[src/common/sar_params.svh]
/*
 * Timing counts, widths and encodings for the conversion control block.
 * Assumes the includer works on a single system clock.
 */
`ifndef SAR_PARAMS_SVH
`define SAR_PARAMS_SVH

// ------------------------------------------------------------
// Widths
// ------------------------------------------------------------
`define SAR_RES_W       10
`define SAR_HALF_W      6
`define SAR_CH_W        4
`define SAR_TSEL_W      3
`define SAR_PSEL_W      3
`define SAR_PSC_W       7
`define SAR_NSRC        8

// ------------------------------------------------------------
// Converter clock half-cycles from conversion start
// ------------------------------------------------------------
`define SAR_FIRST_SH    6'h1b
`define SAR_FIRST_END   6'h32
`define SAR_NORM_SH     6'h03
`define SAR_NORM_END    6'h1a
`define SAR_AUTO_SH     6'h04
`define SAR_AUTO_END    6'h1b
`define SAR_FREE_SH     6'h05
`define SAR_FREE_END    6'h1c

// ------------------------------------------------------------
// Encodings and reset values
// ------------------------------------------------------------
`define SAR_TSEL_FREE   3'h0
`define SAR_CH_RST      4'h0
`define SAR_CODE_RST    10'h000

`endif

[src/common/sar_pkg.sv]
/*
 * Types shared by the conversion control block.
 * Assumes the timing counts come from sar_params.svh.
 */
package sar_pkg;

   // Gray order along idle -> pending -> converting
   typedef enum logic [1:0] {
      SAR_IDLE = 2'h0,
      SAR_PEND = 2'h1,
      SAR_CONV = 2'h3
   } sar_state_e;

   typedef enum logic [1:0] {
      SAR_M_FIRST = 2'h0,
      SAR_M_NORM  = 2'h1,
      SAR_M_AUTO  = 2'h3,
      SAR_M_FREE  = 2'h2
   } sar_mode_e;

endpackage

[src/hw/sar_ctrl.sv]
/*
 * Conversion control for a 10-bit successive-approximation converter:
 * start modes, cycle timing, selection buffering and result bytes.
 * Assumes the analog core returns its code on i_sar_code by the end
 * of each conversion and that trigger sources are event flags.
 */
`timescale 1ns/1ns
`include "sar_params.svh"

// Notes on behaviour
// - Selections apply only while enabled.
// - Result is a 10-bit code.
// - One bit picks supply or internal reference.
// - Right-aligned result unless left align set.
// - Low-byte read locks results until high read.
// - Done flag still sets on discarded result.
// - Start bit begins conversion, clears when done unless free running.
// - Mid-conversion channel change waits for the last cycle.
// - Trigger edge resets prescaler, starts conversion.
// - Held trigger or busy-time edge starts nothing.
// - Source flag must be cleared to retrigger.
// - Done-flag trigger means free running.
// - Start bit reads one whenever converting.
// - Prescaler divides, held reset while disabled.
// - Written start begins on next rising edge.
// - Conversion lasts 13 cycles, first 25.
// - Sample at 1.5 cycles, first at 13.5.
// - Result written, flag set, start cleared together (start stays set if free running).
// - Auto: sample at 2, length 13.5.
// - Free running: sample 2.5, length 14.
// - Selections tracked, locked while converting except in the last cycle.
module sar_ctrl
   import sar_pkg::*;
(
   input  wire logic                   i_clk,              // 20 MHz
   input  wire logic                   i_rst_n,            // Async, low
   input  wire logic                   i_converter_power_off, // Gated
   input  wire logic                   i_converter_enable, // Enable bit
   input  wire logic                   i_reference_select, // Ref choice
   input  wire logic [`SAR_CH_W-1:0]   i_channel_select,   // Channel
   input  wire logic                   i_left_align_result, // Align
   input  wire logic                   i_start_conversion_wr, // Write 1
   input  wire logic                   i_auto_trigger_enable, // Auto
   input  wire logic [`SAR_TSEL_W-1:0] i_trigger_source_select, // Src
   input  wire logic [`SAR_PSEL_W-1:0] i_prescale_select,  // Divider
   input  wire logic [`SAR_NSRC-1:0]   i_trigger_sources,  // Event flags
   input  wire logic                   i_done_flag_clr,    // Write 1 clr
   input  wire logic                   i_rd_low,           // Low read
   input  wire logic                   i_rd_high,          // High read
   input  wire logic [`SAR_RES_W-1:0]  i_sar_code,         // Core code
   output logic                        o_analog_enable,    // Core power
   output logic                        o_reference_select, // Applied ref
   output logic [`SAR_CH_W-1:0]        o_channel_select,   // Applied ch
   output logic                        o_sample_hold,      // Sample pulse
   output logic                        o_start_conversion, // Start bit
   output logic                        o_conversion_done_flag, // Flag
   output logic                        o_done_pulse,       // Irq event
   output logic [7:0]                  o_result_high_byte, // High byte
   output logic [7:0]                  o_result_low_byte   // Low byte
);

   // ------------------------------------------------------------
   // State
   // ------------------------------------------------------------
   typedef struct packed {
      sar_state_e             st;
      sar_mode_e              mode;
      logic [`SAR_HALF_W-1:0] half;
      logic                   first;
      logic                   en;
      logic                   start;
      logic                   done;
      logic                   dpulse;
      logic                   lock;
      logic                   sh;
      logic                   trig_prev;
      logic                   ref_sel;
      logic [`SAR_CH_W-1:0]   ch;
      logic [`SAR_RES_W-1:0]  code;
      logic [7:0]             hi;
      logic [7:0]             lo;
   } sar_ctrl_s;

   sar_ctrl_s              s_r;
   sar_ctrl_s              s_nxt;
   logic                   en;
   logic                   rise;
   logic                   fall;
   logic                   half_tick;
   logic [`SAR_NSRC-1:0]   src_sync;
   logic                   trig_lvl;
   logic                   trig_edge;
   logic                   free_sel;
   logic                   trig_go;
   logic [`SAR_HALF_W-1:0] sh_pt;
   logic [`SAR_HALF_W-1:0] end_pt;
   logic [`SAR_HALF_W-1:0] half_inc;
   logic                   cmp;
   logic                   last_cyc;

   // ------------------------------------------------------------
   // Prescaler and trigger synchroniser
   // ------------------------------------------------------------
   // Power gating acts as a forced disable: nothing runs unpowered
   assign en = i_converter_enable && !i_converter_power_off;

   sar_presc u_presc (
      .i_clk     (i_clk),
      .i_rst_n   (i_rst_n),
      .i_run     (en),
      .i_restart (trig_go),
      .i_sel     (i_prescale_select),
      .o_rise    (rise),
      .o_fall    (fall)
   );

   sar_sync #(
      .W (`SAR_NSRC)
   ) u_sync (
      .i_clk   (i_clk),
      .i_rst_n (i_rst_n),
      .i_d     (i_trigger_sources),
      .o_q     (src_sync)
   );

   // Edge detect on the synchronised level: a level held high after
   // completion makes no new edge, so it cannot restart.
   assign trig_lvl  = src_sync[i_trigger_source_select];
   assign trig_edge = trig_lvl && !s_r.trig_prev;
   assign free_sel  = i_auto_trigger_enable &&
                      (i_trigger_source_select == `SAR_TSEL_FREE);
   assign trig_go   = en && (s_r.st == SAR_IDLE) &&
                      i_auto_trigger_enable && !free_sel &&
                      !i_start_conversion_wr && trig_edge;
   assign half_tick = rise || fall;

   // ------------------------------------------------------------
   // Timing points per mode
   // ------------------------------------------------------------
   always_comb begin
      case (s_r.mode)
         SAR_M_FIRST: begin
            sh_pt  = `SAR_FIRST_SH;
            end_pt = `SAR_FIRST_END;
         end
         SAR_M_NORM: begin
            sh_pt  = `SAR_NORM_SH;
            end_pt = `SAR_NORM_END;
         end
         SAR_M_AUTO: begin
            sh_pt  = `SAR_AUTO_SH;
            end_pt = `SAR_AUTO_END;
         end
         SAR_M_FREE: begin
            sh_pt  = `SAR_FREE_SH;
            end_pt = `SAR_FREE_END;
         end
         default: begin
            sh_pt  = `SAR_NORM_SH;
            end_pt = `SAR_NORM_END;
         end
      endcase
   end

   assign half_inc = s_r.half + 6'h01;
   assign cmp      = en && (s_r.st == SAR_CONV) && half_tick &&
                     (half_inc == end_pt);
   // Last converter clock cycle spans the final two half-cycles
   assign last_cyc = (s_r.half >= (end_pt - 6'h02));

   // ------------------------------------------------------------
   // Next state
   // ------------------------------------------------------------
   always_comb begin
      s_nxt           = s_r;
      s_nxt.sh        = 1'b0;
      s_nxt.dpulse    = 1'b0;
      s_nxt.en        = en;
      s_nxt.trig_prev = trig_lvl;

      if (i_done_flag_clr) begin
         s_nxt.done = 1'b0;
      end
      if (i_rd_low) begin
         s_nxt.lock = 1'b1;
      end
      if (i_rd_high) begin
         s_nxt.lock = 1'b0;
      end

      // Selections follow software only while enabled and not locked
      if (en && ((s_r.st != SAR_CONV) || last_cyc)) begin
         s_nxt.ch      = i_channel_select;
         s_nxt.ref_sel = i_reference_select;
      end

      if (!en) begin
         s_nxt.st    = SAR_IDLE;
         s_nxt.start = 1'b0;
         s_nxt.first = 1'b1;
         s_nxt.half  = '0;
      end else begin
         case (s_r.st)
            SAR_IDLE: begin
               if (i_start_conversion_wr) begin
                  s_nxt.start = 1'b1;
                  s_nxt.st    = SAR_PEND;
                  s_nxt.mode  = s_r.first ? SAR_M_FIRST : SAR_M_NORM;
               end else if (trig_go) begin
                  s_nxt.start = 1'b1;
                  s_nxt.st    = SAR_CONV;
                  s_nxt.half  = '0;
                  s_nxt.mode  = s_r.first ? SAR_M_FIRST : SAR_M_AUTO;
               end
            end
            SAR_PEND: begin
               if (rise) begin
                  s_nxt.st   = SAR_CONV;
                  s_nxt.half = '0;
               end
            end
            SAR_CONV: begin
               if (half_tick) begin
                  s_nxt.half = half_inc;
                  if (half_inc == sh_pt) begin
                     s_nxt.sh = 1'b1;
                  end
               end
               if (cmp) begin
                  s_nxt.done   = 1'b1;
                  s_nxt.dpulse = 1'b1;
                  s_nxt.first  = 1'b0;
                  if (!s_r.lock) begin
                     s_nxt.code = i_sar_code;
                  end
                  if (free_sel) begin
                     s_nxt.half = '0;
                     s_nxt.mode = SAR_M_FREE;
                  end else begin
                     s_nxt.st    = SAR_IDLE;
                     s_nxt.start = 1'b0;
                  end
               end
            end
            default: begin
               s_nxt.st = SAR_IDLE;
            end
         endcase
      end

      if (i_left_align_result) begin
         s_nxt.hi = s_nxt.code[9:2];
         s_nxt.lo = {s_nxt.code[1:0], 6'h00};
      end else begin
         s_nxt.hi = {6'h00, s_nxt.code[9:8]};
         s_nxt.lo = s_nxt.code[7:0];
      end
   end

   always_ff @(posedge i_clk or negedge i_rst_n) begin
      if (!i_rst_n) begin
         s_r       <= '0;
         s_r.st    <= SAR_IDLE;
         s_r.mode  <= SAR_M_FIRST;
         s_r.first <= 1'b1;
         s_r.ch    <= `SAR_CH_RST;
         s_r.code  <= `SAR_CODE_RST;
      end else begin
         s_r <= s_nxt;
      end
   end

   // ------------------------------------------------------------
   // Outputs
   // ------------------------------------------------------------
   assign o_analog_enable        = s_r.en;
   assign o_reference_select     = s_r.ref_sel;
   assign o_channel_select       = s_r.ch;
   assign o_sample_hold          = s_r.sh;
   assign o_start_conversion     = s_r.start;
   assign o_conversion_done_flag = s_r.done;
   assign o_done_pulse           = s_r.dpulse;
   assign o_result_high_byte     = s_r.hi;
   assign o_result_low_byte      = s_r.lo;
endmodule

[src/hw/sar_sync.sv]
/*
 * Two-stage synchroniser for the auto-trigger source levels.
 * Assumes the sources may change at any time relative to i_clk.
 */
`timescale 1ns/1ns
module sar_sync
   import sar_pkg::*;
#(
   parameter int W = 8
) (
   input  wire logic         i_clk,    // System clock
   input  wire logic         i_rst_n,  // Async reset, active low
   input  wire logic [W-1:0] i_d,      // Raw source levels
   output logic      [W-1:0] o_q       // Synchronised levels
);

   typedef struct packed {
      logic [W-1:0] s1;
      logic [W-1:0] s2;
   } sar_sync_s;

   sar_sync_s s_r;
   sar_sync_s s_nxt;

   always_comb begin
      s_nxt    = s_r;
      s_nxt.s1 = i_d;
      s_nxt.s2 = s_r.s1;
   end

   always_ff @(posedge i_clk or negedge i_rst_n) begin
      if (!i_rst_n) begin
         s_r <= '0;
      end else begin
         s_r <= s_nxt;
      end
   end

   assign o_q = s_r.s2;

endmodule

[src/hw/sar_presc.sv]
/*
 * Converter clock prescaler: rise and fall enable pulses.
 * Assumes i_run low holds it in reset and i_restart realigns it.
 */
`timescale 1ns/1ns
`include "sar_params.svh"
module sar_presc
   import sar_pkg::*;
(
   input  wire logic                   i_clk,     // System clock
   input  wire logic                   i_rst_n,   // Async reset, low
   input  wire logic                   i_run,     // Count while high
   input  wire logic                   i_restart, // Realign to zero
   input  wire logic [`SAR_PSEL_W-1:0] i_sel,     // Division select
   output logic                        o_rise,    // Rising edge pulse
   output logic                        o_fall     // Falling edge pulse
);

   typedef struct packed {
      logic [`SAR_PSC_W-1:0] cnt;
      logic                  rise;
      logic                  fall;
   } sar_presc_s;

   sar_presc_s            s_r;
   sar_presc_s            s_nxt;
   logic [`SAR_PSC_W-1:0] top;
   logic [`SAR_PSC_W-1:0] half;

   // Ratio is 2^sel with the lowest select also giving two
   always_comb begin
      top  = (i_sel == 3'h0) ? 7'h01 : 7'((8'h01 << i_sel) - 8'h01);
      half = 7'(top >> 1);
   end

   always_comb begin
      s_nxt      = s_r;
      s_nxt.rise = 1'b0;
      s_nxt.fall = 1'b0;
      if (!i_run || i_restart) begin
         s_nxt.cnt = '0;
      end else begin
         if (s_r.cnt == top) begin
            s_nxt.cnt  = '0;
            s_nxt.rise = 1'b1;
         end else begin
            s_nxt.cnt = s_r.cnt + 7'h01;
         end
         if (s_r.cnt == half) begin
            s_nxt.fall = 1'b1;
         end
      end
   end

   always_ff @(posedge i_clk or negedge i_rst_n) begin
      if (!i_rst_n) begin
         s_r <= '0;
      end else begin
         s_r <= s_nxt;
      end
   end

   assign o_rise = s_r.rise;
   assign o_fall = s_r.fall;

endmodule

[config.mk]
export PLATFORM = sky130hd
export DESIGN_NAME = sar_ctrl
export DESIGN_NICKNAME = d
export VERILOG_FILES = /design/src/common/sar_pkg.sv /design/src/hw/sar_ctrl.sv /design/src/hw/sar_sync.sv /design/src/hw/sar_presc.sv
export VERILOG_INCLUDE_DIRS = /design/src /design/src/common
export SDC_FILE = /design/constraint.sdc
export NUM_CORES = 1
export LEC_CHECK = 0
export BUFFER_PORTS_ARGS = -buffer_cell sky130_fd_sc_hd__buf_2
export CAP_MARGIN = 25
export CORE_ASPECT_RATIO = 1.1
export CORE_MARGIN = 2
export CORE_UTILIZATION = 35
export DETAILED_ROUTE_END_ITERATION = 16
export PLACE_DENSITY = 0.5
export SYNTH_ARGS = -nofsm -noshare
export SYNTH_HDL_FRONTEND = slang
export SYNTH_HIERARCHICAL = 1
export SYNTH_SLANG_ARGS = --single-unit
export TNS_END_PERCENT = 100
[constraint.sdc]
create_clock -name i_clk -period 3.1 [get_ports i_clk]
set_input_delay 0.62 -clock i_clk [delete_from_list [all_inputs] [get_ports i_clk]]
set_output_delay 0.62 -clock i_clk [all_outputs]
set_load 0.1 [all_outputs]
==> results of run 1 <==
cells by family (layout without fill, tap and decap cells):
kind of cell	Yosys count	in the layout
AOI/OAI and AO/OA	67	67
xor gates and xnor gates	14	14
adders and majority gates	7	7
buffers and inverters	58	106
DFF	74	74
muxes	19	19
other	1	1
and+or+nand+nor	110	110
per-layer routing:
metal / routed length (um) / track usage (%) / vias to the layer above / share of wire (%)
li1: - / - / 1317 / -
met1: 3490 / 18.5 / 1273 / 46
met2: 3740 / 22.9 / 42 / 49
met3: 232 / 3.83 / 12 / 3.0
met4: 171 / 6.40 / 0 / 2.2
met5: 0 / 0 / - / 0
cells in the final DEF (no fill, tap or decap), drive strengths merged, types with 3 or more instances in the layout:
cell type,Yosys,routed
mux2i,16,16
a21oi,14,14
a211oi,8,8
inv,21,21
nand3,15,15
o211ai,6,6
ha,7,7
dfrtp,73,73
a21o,3,3
mux2,3,3
buf,29,69
o21ai,9,9
nor2b,7,7
nor3,6,6
and3,10,10
a2111oi,3,3
nor2,23,23
o22ai,3,3
xor2,7,7
nand2b,9,9
nand4,7,7
clkbuf,8,12
nand2,15,15
or3,3,3
xnor2,7,7
power groups by stage:
stage                     registers [W]  clock network (W)  logic (W)
after floorplan                 0.00107                  0   0.000269
after detailed placement        0.00106                  0   0.000369
after global routing            0.00104            0.00121   0.000399
after global placement          0.00105                  0   0.000367
final                           0.00104            0.00113   0.000369
after CTS                       0.00104            0.00116   0.000370
worst paths after layout:
check,from,to,slack [ns],cells past startpoint
worst max-delay path,s_r[40]$_DFFE_PN0P_,o_result_low_byte[6]$_DFF_PN0_,0.48,8
worst min-delay path,i_rst_n,o_channel_select[0]$_DFFE_PN0P_,0.1,1
max in group asynchronous,i_rst_n,s_r[38]$_DFFE_PN1P_,2.42,2
min in group i_clk,u_sync/s_nxt[0]$_DFF_PN0_,u_sync/o_q[0]$_DFF_PN0_,0.34,0
worst min register to register,u_sync/s_nxt[0]$_DFF_PN0_,u_sync/o_q[0]$_DFF_PN0_,0.34,0
worst max register to register,s_r[40]$_DFFE_PN0P_,o_result_low_byte[6]$_DFF_PN0_,0.48,8
sequential cells by signal (all words and copies together), names as in the netlist, named ones only:
signal                  cells
s_r                        21
o_reference_select          1
o_conversion_done_flag      1
u_presc/o_fall              1
u_sync/o_q                  8
u_sync/s_nxt                8
u_presc/s_r                 7
u_presc/o_rise              1
o_result_high_byte          8
o_result_low_byte           8
o_sample_hold               1
o_start_conversion          1
o_done_pulse                1
o_analog_enable             1
o_channel_select            4
cells in the mapped netlist (7+ instances only):
cell,number
o21ai_0,8
ha_1,7
nand2b_1,9
dfrtp_1,73
xnor2_1,7
and3_1,10
xor2_1,7
nand3_1,15
a211oi_1,8
clkbuf_1,8
mux2i_1,16
a21oi_1,14
buf_4,23
inv_1,20
nor2_1,23
nor2b_1,7
nand2_1,13
critical path, delay by kind of cell, from the launching register on:
family,cells,cell delay [ns]
buffers and inverters,1,0.24
and+or+nand+nor,2,0.55
AOI/OAI and AO/OA,1,0.42
xor gates and xnor gates,1,0.17
DFF,1,0.43
muxes,2,0.43
adders and majority gates,1,0.24
through the flow:
step	hold slack, ns	area [um2]	setup slack (ns)	instances	util [%]
floorplan	0.324	3680	0.431	350	-
global placement	0.334	3970	0.203	524	38.4
detailed placement	0.336	3970	0.228	524	38.4
CTS	0.345	4300	0.500	540	41.6
global route	0.0834	4330	0.339	541	41.8
finish	0.0954	4330	0.483	541	41.8
cell type report:
type | count | area [um2] | area share [%]
sequential | 74 | 1850 | 42.8
multi-input combinational | 218 | 1510 | 34.8
timing repair buffer | 69 | 380 | 8.79
clock buffer | 12 | 256 | 5.92
tap | 143 | 179 | 4.13
inverter | 21 | 78.8 | 1.82
clock inverter | 4 | 73.8 | 1.71
==> results by group, run 1 <==
Power and ir drop
  • Sw power: 0.000681 W
  • Worst-case vdd ir drop: 0.213 mV
  • P per Cell Area: 586 nW/um2
  • Combinational share of power: 14.5%
  • Static Leak: 2.10 nW
  • Total Power: 0.00254 W
  • Seq pwr share: 41.0%
  • Clock power share: 44.5%
  • Cell internal pwr: 0.00186 W
  • Sw Share: 26.8%

GRT
  • Largest net degree at the start of global routing: 75
  • GRT Total Usage: 14.5%
  • Gr ovfl total: 0
  • Vias in the first global route: 2,634
  • First-pass GRT wire length: 12,600 um
  • Initial antenna violation count: 0

Synth
  • Top cells by area, synth: dfrtp_1 50%, buf_4 4.7%, mux2i_1 4.3%
  • Synth Flop Type: dfrtp_1
  • Synth Area in Simple Gates: 16.9%
  • Syn_area_per_cell: 10.5 um2
  • Number of synthesized flops with an enable pin: 0
  • Multiplexer area fraction after synthesis: 5.26%
  • Syn_nets: 396
  • Yosys synthesis warning count: 6
  • Post-synth ARST share: 100%
  • Xor-xnor portion of the synthesized cell area: 3.33%
  • Synthesis-stage register bit count: 74
  • Top-area cell type share of the netlist area: 49.6%
  • Adder-Cell Fraction of Synth Area: 2.38%
  • Synth area leader: dfrtp_1
  • Synthesized area: 3680 um2
  • Main combinational cell family by area after synthesis: simple AND/OR/NAND/NOR gates
  • Seq/Total Area, Yosys: 50.3%
  • Compound-Gate Fraction of Synth Area: 12.9%
  • Synth Instances: 350
  • Unique masters post-synth: 62

CTS
  • Clock Pin Slew Worst Setup and Hold Paths: 0.06 ns
  • Clk buf depth: 2
  • Clk root buf: clkbuf_16
  • Sink Count: 74
  • Total CTS buffers: 9
  • Clock Latency Late Sink: 0.33 ns
  • Post-CTS Setup Bufs: 0
  • CTS tree: done
  • CTS HTree Levels: 3
  • Post-CTS Hold Buffers: 0
  • Cts repair resizes: 0

Timing
  • Final Cycle Share: 84.4%
  • RSZ-0062 raised after global routing: false
  • Final Max Tran Viols: 0
  • Final Hold Fails: 0
  • Final setup fails: 0
  • Crit path time final: 2.62 ns
  • Worst slew pin tran: 0.657 ns
  • Slew HR: 55.1%
  • Max Clock Skew: 0.00590 ns
  • Achievable Freq: 382 MHz
  • Total negative slack: 0 ns

Floorplanning
  • # IOs: 65
  • Die ar.: 11,400 um2
  • # rows: 39
  • Die width: 102 um
  • Starting Density: 35.6%
  • Core Box Area: 10,300 um2
  • Die Ht: 112 um

Critical path
  • Arr. time, crit path: 2.82 ns
  • CP max FO: 10
  • CP endpoint kind: register
  • Critical Path Max Stage Delay: 0.43 ns
  • CP most frequent cell: mux2i_1
  • Critical Path, Cell by Cell: ha_1 > xnor2_1 > or3_1 > a221o_1 > nor3_2 > buf_4 > mux2i_1 > mux2i_1
  • CP Data Required Time: 3.30 ns
  • WS Path Type: reg2reg
  • Critical path's slowest cell: dfrtp_1
  • Crit path launch type: register

Flow run
  • Max-cap violations: 0

Drt
  • Initial DRC count: 80
  • Routed len/inst: 14.1 um
  • 1st-pass router iterations: 4
  • Final wirelength: 7640 um
  • Vias: 2,644
  • Post-route DRC violation count: 0
  • Post-DRT Antenna Nets: 0
  • Via-to-Cell Ratio: 4.89

Cells and area
  • Fin nets: 439
  • Layout cells sized above 1: 25.4%
  • Area Overhead vs Synth: 17.5%
  • Diodes inserted: 0
  • Final-layout fill cell count: 1,032

Placed design
  • RePlAce Congestion: 0.827
  • PortBufs: 64
  • Dpl hpwl: 5500 um

Outcome
  • Status: finished, final reports clean

Hold path
  • Worst hold path class: in2async
No activity file was read; power rests on OpenSTA's default activity.
==> run 2: changes to the inputs <==
ABC_AREA = 1   (was not set)
PLACE_DENSITY = 0.52   (was 0.5)
clock period = 2.3 ns   (was 3.1 ns; I/O delays follow)
==> results by group, run 2 <==
Drt
  • Via-to-Cell Ratio: 4.47
  • Routed len/inst: 11.8 um
  • 1st-pass router iterations: 4
  • Post-route DRC violation count: 0
  • Post-DRT Antenna Nets: 0
  • Final wirelength: 8390 um
  • Initial DRC count: 151
  • Vias: 3,176

GRT
  • First-pass GRT wire length: 14,300 um
  • GRT Total Usage: 14.9%
  • Initial antenna violation count: 0
  • Largest net degree at the start of global routing: 37
  • Gr ovfl total: 0
  • Vias in the first global route: 3,055

Cells and area
  • Layout cells sized above 1: 22.7%
  • Multi-input gate area: 1570 um2
  • Area Overhead vs Synth: 19.3%
  • Final core utilization: 42.8%
  • Most common cell after layout, fill and taps aside: nand2_1
  • Design Area, Final: 4690 um2
  • Largest reg by FF count: s_r
  • Final-layout fill cell count: 1,115
  • Fin nets: 604
  • Storage element area: 1850 um2
  • Diodes inserted: 0
  • Most frequent cells in the layout: 134 x nand2_1, 75 x inv_1, 73 x dfrtp_1
  • Max FFs per register: 21

Synth
  • Synth Instances: 501
  • Synth Flop Type: dfrtp_1
  • Synth area leader: dfrtp_1
  • Synthesized area: 3930 um2
  • Number of synthesized flops with an enable pin: 0
  • Top-area cell type share of the netlist area: 46.5%
  • Synthesis-stage register bit count: 74
  • Top cells by area, synth: dfrtp_1 46%, nand2_1 13%, inv_1 7.2%
  • Unique masters post-synth: 40
  • Most frequent cell after synthesis: nand2_1
  • Post-synth ARST share: 100%
  • Syn_nets: 547
  • Seq/Total Area, Yosys: 47.1%
  • Most frequent cells after synthesis: 134 x nand2_1, 75 x inv_1, 73 x dfrtp_1
  • Syn_area_per_cell: 7.85 um2
  • Yosys synthesis warning count: 6

Power and ir drop
  • Sw power: 0.000897 W
  • Static Leak: 2.61 nW
  • Sw Share: 25.3%
  • P per Cell Area: 756 nW/um2
  • Clock power share: 49.2%
  • Seq pwr share: 38.6%
  • Total Power: 0.00355 W
  • Cell internal pwr: 0.00265 W
  • Worst-case vdd ir drop: 0.348 mV
  • Combinational share of power: 12.2%

Timing
  • Final Cycle Share: 88.3%
  • Final Max Tran Viols: 0
  • Max Clock Skew: 0.00841 ns
  • Final setup fails: 0
  • Final Hold Fails: 0
  • Total negative slack: 0 ns
  • Achievable Freq: 493 MHz
  • Crit path time final: 2.03 ns
  • RSZ-0062 raised after global routing: false

CTS
  • Sink Count: 74
  • Clock Pin Slew Worst Setup and Hold Paths: 0.06 ns
  • Total CTS buffers: 9
  • Post-CTS Hold Buffers: 0
  • CTS tree: done
  • Post-CTS Setup Bufs: 0
  • Cts repair resizes: 0
  • Clock Latency Late Sink: 0.33 ns
  • Clk root buf: clkbuf_16
  • Clk buf depth: 2
  • CTS HTree Levels: 3

Critical path
  • CP max FO: 11
  • Critical path's slowest cell: dfrtp_1
  • Critical Path, Cell by Cell: inv_1 > ha_1 > nor2_1 > nand2_2 > nor2_1 > nand2_1 > clkinv_2 > nand2_2 > a21oi_4 > nand2_1 > nand2_1 > nand2_1
  • Crit path launch type: register
  • CP Data Required Time: 2.52 ns
  • WS Path Type: reg2reg
  • Arr. time, crit path: 2.25 ns
  • Critical Path Max Stage Delay: 0.44 ns
  • Worst path buffer plus inverter count: 2
  • CP endpoint kind: register
  • Cell family with most CP delay: simple AND/OR/NAND/NOR gates
  • CP most frequent cell: nand2_1

Floorplanning
  • Core Box Area: 11,000 um2
  • # rows: 40
  • Die Ht: 115 um
  • # IOs: 65
  • Starting Density: 35.9%
  • Die width: 105 um
  • Die ar.: 12,100 um2

Outcome
  • Status: finished, final reports clean

Flow run
  • Max-cap violations: 0

Placed design
  • RePlAce Congestion: 0.845
  • PortBufs: 64
  • Placed Instance Area: 4320 um2
  • Dpl hpwl: 6310 um

Hold path
  • Worst hold path class: in2async
-- run 2: cells by family after synthesis --
kind of cell / share of synthesized area [%]
xor+xnor: 0.446
fa+ha+maj: 2.23
compound gates: 7.22
other cells: 0.0954
mux: 0.509
simple gates: 29.4
buf+inv: 13.0
flops: 47.1
-- run 2: through the flow --
step / hold WS (ns) / cells / worst slack [ns]
floorplan: 0.164 / 501 / 0.439
global placement: 0.334 / 694 / 0.249
detailed placement: 0.335 / 694 / 0.219
CTS: 0.0959 / 710 / 0.251
global route: 0.111 / 710 / 0.0215
finish: 0.0807 / 710 / 0.270
-- run 2: final cells by class --
cell class                      instances  area share (%)
Clock buffer                           10            5.09
Clock inverter                          6            2.93
Inverter                               85            6.88
Multi-Input combinational cell        317            33.4
Sequential cell                        74            39.5
Tap cell                              147            3.92
Timing Repair Buffer                   71            8.27
-- run 2: final timing paths --
kind                                      startpoint                              end  slack (ns)  depth (start not counted)
setup / recovery                 s_r[39]$_DFFE_PN0P_              s_r[47]$_DFFE_PN0P_        0.27                         12
setup reg to reg                 s_r[39]$_DFFE_PN0P_              s_r[47]$_DFFE_PN0P_        0.27                         12
hold / removal                               i_rst_n        u_sync/s_nxt[7]$_DFF_PN0_        0.08                          1
hold reg to reg            u_sync/s_nxt[3]$_DFF_PN0_          u_sync/o_q[3]$_DFF_PN0_        0.35                          0
max in group asynchronous                    i_rst_n  o_channel_select[0]$_DFFE_PN0P_        1.70                          2
min in group i_clk              i_trigger_sources[1]        u_sync/s_nxt[1]$_DFF_PN0_        0.23                          1
-- run 2: worst reg2reg max path: stages, from the launching register on --
cell and delay (ns):
dfrtp_1 0.44, inv_1 0.11, ha_1 0.33, nor2_1 0.14, nand2_2 0.06, nor2_1 0.09, nand2_1 0.09, clkinv_2 0.08
nand2_2 0.20, a21oi_4 0.21, nand2_1 0.06, nand2_1 0.06, nand2_1 0.05
-- run 2: layer usage --
| layer | vias to the layer above | global-route usage [%] | part of all wire (%) |
|---|---|---|---|
| met5 | - | 0 | 0 |
| met4 | 0 | 6.13 | 0.92 |
| met3 | 6 | 3.17 | 4.2 |
| met2 | 64 | 25.4 | 52 |
| met1 | 1463 | 18.4 | 43 |
| li1 | 1643 | - | - |
-- run 2: power by group through the flow --
stage                     clock network (W)  registers [W]  logic (W)
final                               0.00174        0.00137   0.000431
after global routing                0.00185        0.00137   0.000468
after CTS                           0.00179        0.00137   0.000437
after detailed placement                  0        0.00139   0.000436
after global placement                    0        0.00139   0.000434
after floorplan                           0        0.00142   0.000307
==> run 3: changes to the inputs <==
BUFFER_PORTS_ARGS = -buffer_cell sky130_fd_sc_hd__buf_4   (was -buffer_cell sky130_fd_sc_hd__buf_2)
CTS_BUF_LIST = sky130_fd_sc_hd__clkbuf_16   (was not set)
==> results by group, run 3 (synthesis gave the netlist of run 2 again) <==
Drt
  • 1st-pass router iterations: 4
  • Final wirelength: 8250 um
  • Vias: 3,177
  • Post-route DRC violation count: 0
  • Post-DRT Antenna Nets: 0
  • Initial DRC count: 137
  • Routed len/inst: 11.6 um
  • Via-to-Cell Ratio: 4.47

Floorplanning
  • # rows: 40
  • Core Box Area: 11,000 um2
  • # IOs: 65
  • Die Ht: 115 um
  • Die width: 105 um
  • Die ar.: 12,100 um2
  • Starting Density: 35.9%

Critical path
  • CP endpoint kind: register
  • Crit path launch: s_r[46]$_DFFE_PN0P_
  • CP max FO: 11
  • CP most frequent cell: nand2_2
  • Critical path's slowest cell: dfrtp_1
  • Critical Path Max Stage Delay: 0.43 ns
  • WS Path Type: reg2reg
  • Arr. time, crit path: 2.22 ns
  • Reg-to-Reg Start: s_r[46]$_DFFE_PN0P_
  • Crit path launch type: register
  • Critical Path, Cell by Cell: nand2_1 > inv_1 > ha_1 > nor2_1 > nand2_2 > nor2_1 > nand2_1 > clkinv_2 > nand2_2 > nand2_2 > nand2_2 > nand2_1 > o21ai_1
  • CP Data Required Time: 2.52 ns

Cells and area
  • Finished Layout Cells: 711
  • Largest reg by FF count: s_r
  • Fin nets: 605
  • Area Overhead vs Synth: 21.0%
  • Layout cells sized above 1: 22.7%
  • Diodes inserted: 0
  • Most frequent cells in the layout: 134 x nand2_1, 75 x inv_1, 73 x dfrtp_1
  • Final core utilization: 43.4%
  • Design Area, Final: 4760 um2
  • Storage element area: 1850 um2
  • Final-layout fill cell count: 1,115
  • Multi-input gate area: 1570 um2
  • Max FFs per register: 21
  • Most common cell after layout, fill and taps aside: nand2_1

CTS
  • Total CTS buffers: 9
  • CTS HTree Levels: 3
  • Cts repair resizes: 0
  • Clock Pin Slew Worst Setup and Hold Paths: 0.06 ns
  • Clk root buf: clkbuf_16
  • CTS tree: done
  • Clock Latency Late Sink: 0.33 ns
  • Clk buf depth: 2
  • Sink Count: 74
  • Post-CTS Hold Buffers: 0
  • Post-CTS Setup Bufs: 0

Timing
  • Final setup fails: 0
  • Worst hold margin: 0.0585 ns
  • Total negative slack: 0 ns
  • Final Cycle Share: 86.9%
  • Final Max Tran Viols: 0
  • Achievable Freq: 501 MHz
  • Final Hold Fails: 0
  • Max Clock Skew: 0.00587 ns
  • RSZ-0062 raised after global routing: false
  • Crit path time final: 2.00 ns

GRT
  • Initial antenna violation count: 0
  • First-pass GRT wire length: 14,500 um
  • GR peak layer: met2
  • GRT Total Usage: 15.1%
  • Gr ovfl total: 0
  • GR Util met1: 18.4%
  • Met2 Use GR: 25.2%
  • Vias in the first global route: 3,136
  • Largest net degree at the start of global routing: 45
  • GRT met3 Usage: 3.85%

Hold path
  • Worst hold path class: in2async

Placed design
  • Placed Instance Area: 4480 um2
  • PortBufs: 64
  • Cell Count Post-Placement: 695
  • Dpl hpwl: 6200 um
  • RePlAce Congestion: 0.855

Power and ir drop
  • P per Cell Area: 657 nW/um2
  • Static Leak: 2.61 nW
  • Worst-case vdd ir drop: 0.336 mV

Flow run
  • Max-cap violations: 0

Outcome
  • Status: finished, final reports clean
==> run 3: metrics by stage <==
step	worst slack [ns]	power, W
global route	0.0788	0.00328
detailed placement	0.229	0.00186
CTS	0.265	0.00318
finish	0.302	0.00312
global placement	0.271	0.00186
floorplan	0.439	0.00173
==> run 3: layout make-up <==
class,instances,area share [%]
inverters,85,6.78
multi-input cells,317,32.9
well taps,147,3.87
clock buffers,9,4.73
clock inverters,7,1.10
repair buffers,72,11.6
flip-flops and latches,74,38.9
==> run 3: power by group <==
group	switching, W	leakage (nW)	total (W)	internal (W)
clock network	0.000557	0.126	0.00129	0.000735
logic	0.000332	1.58	0.000462	0.000129
registers	0.0000227	0.902	0.00137	0.00135
==> run 3: worst paths after layout <==
check / to / slack [ns] / cells past startpoint
setup / recovery: s_r[45]$_DFFE_PN0P_ / 0.30 / 13
hold / removal: u_sync/s_nxt[3]$_DFF_PN0_ / 0.06 / 1
setup reg to reg: s_r[45]$_DFFE_PN0P_ / 0.30 / 13
hold reg to reg: u_sync/o_q[3]$_DFF_PN0_ / 0.35 / 0
max in group asynchronous: u_presc/s_r[6]$_DFF_PN0_ / 1.67 / 2
min in group i_clk: u_sync/s_nxt[1]$_DFF_PN0_ / 0.23 / 1
==> run 3: worst max-delay path: cells and delay by family, from the launching register on <==
kind                     cells  cell delay (ns)
AND/OR/NAND/NOR              9             0.96
flip-flops                   1             0.43
adder cells (fa/ha/maj)      1             0.30
buffers and inverters        2             0.12
AO/OA/AOI/OAI                1             0.05
==> run 3: metal layers <==
metal / wire length [um] / share of wire, % / vias up
li1: - / - / 1649
met1: 3690 / 45 / 1460
met2: 4030 / 49 / 52
met3: 323 / 3.9 / 16
met4: 218 / 2.6 / 0
met5: 0 / 0 / -
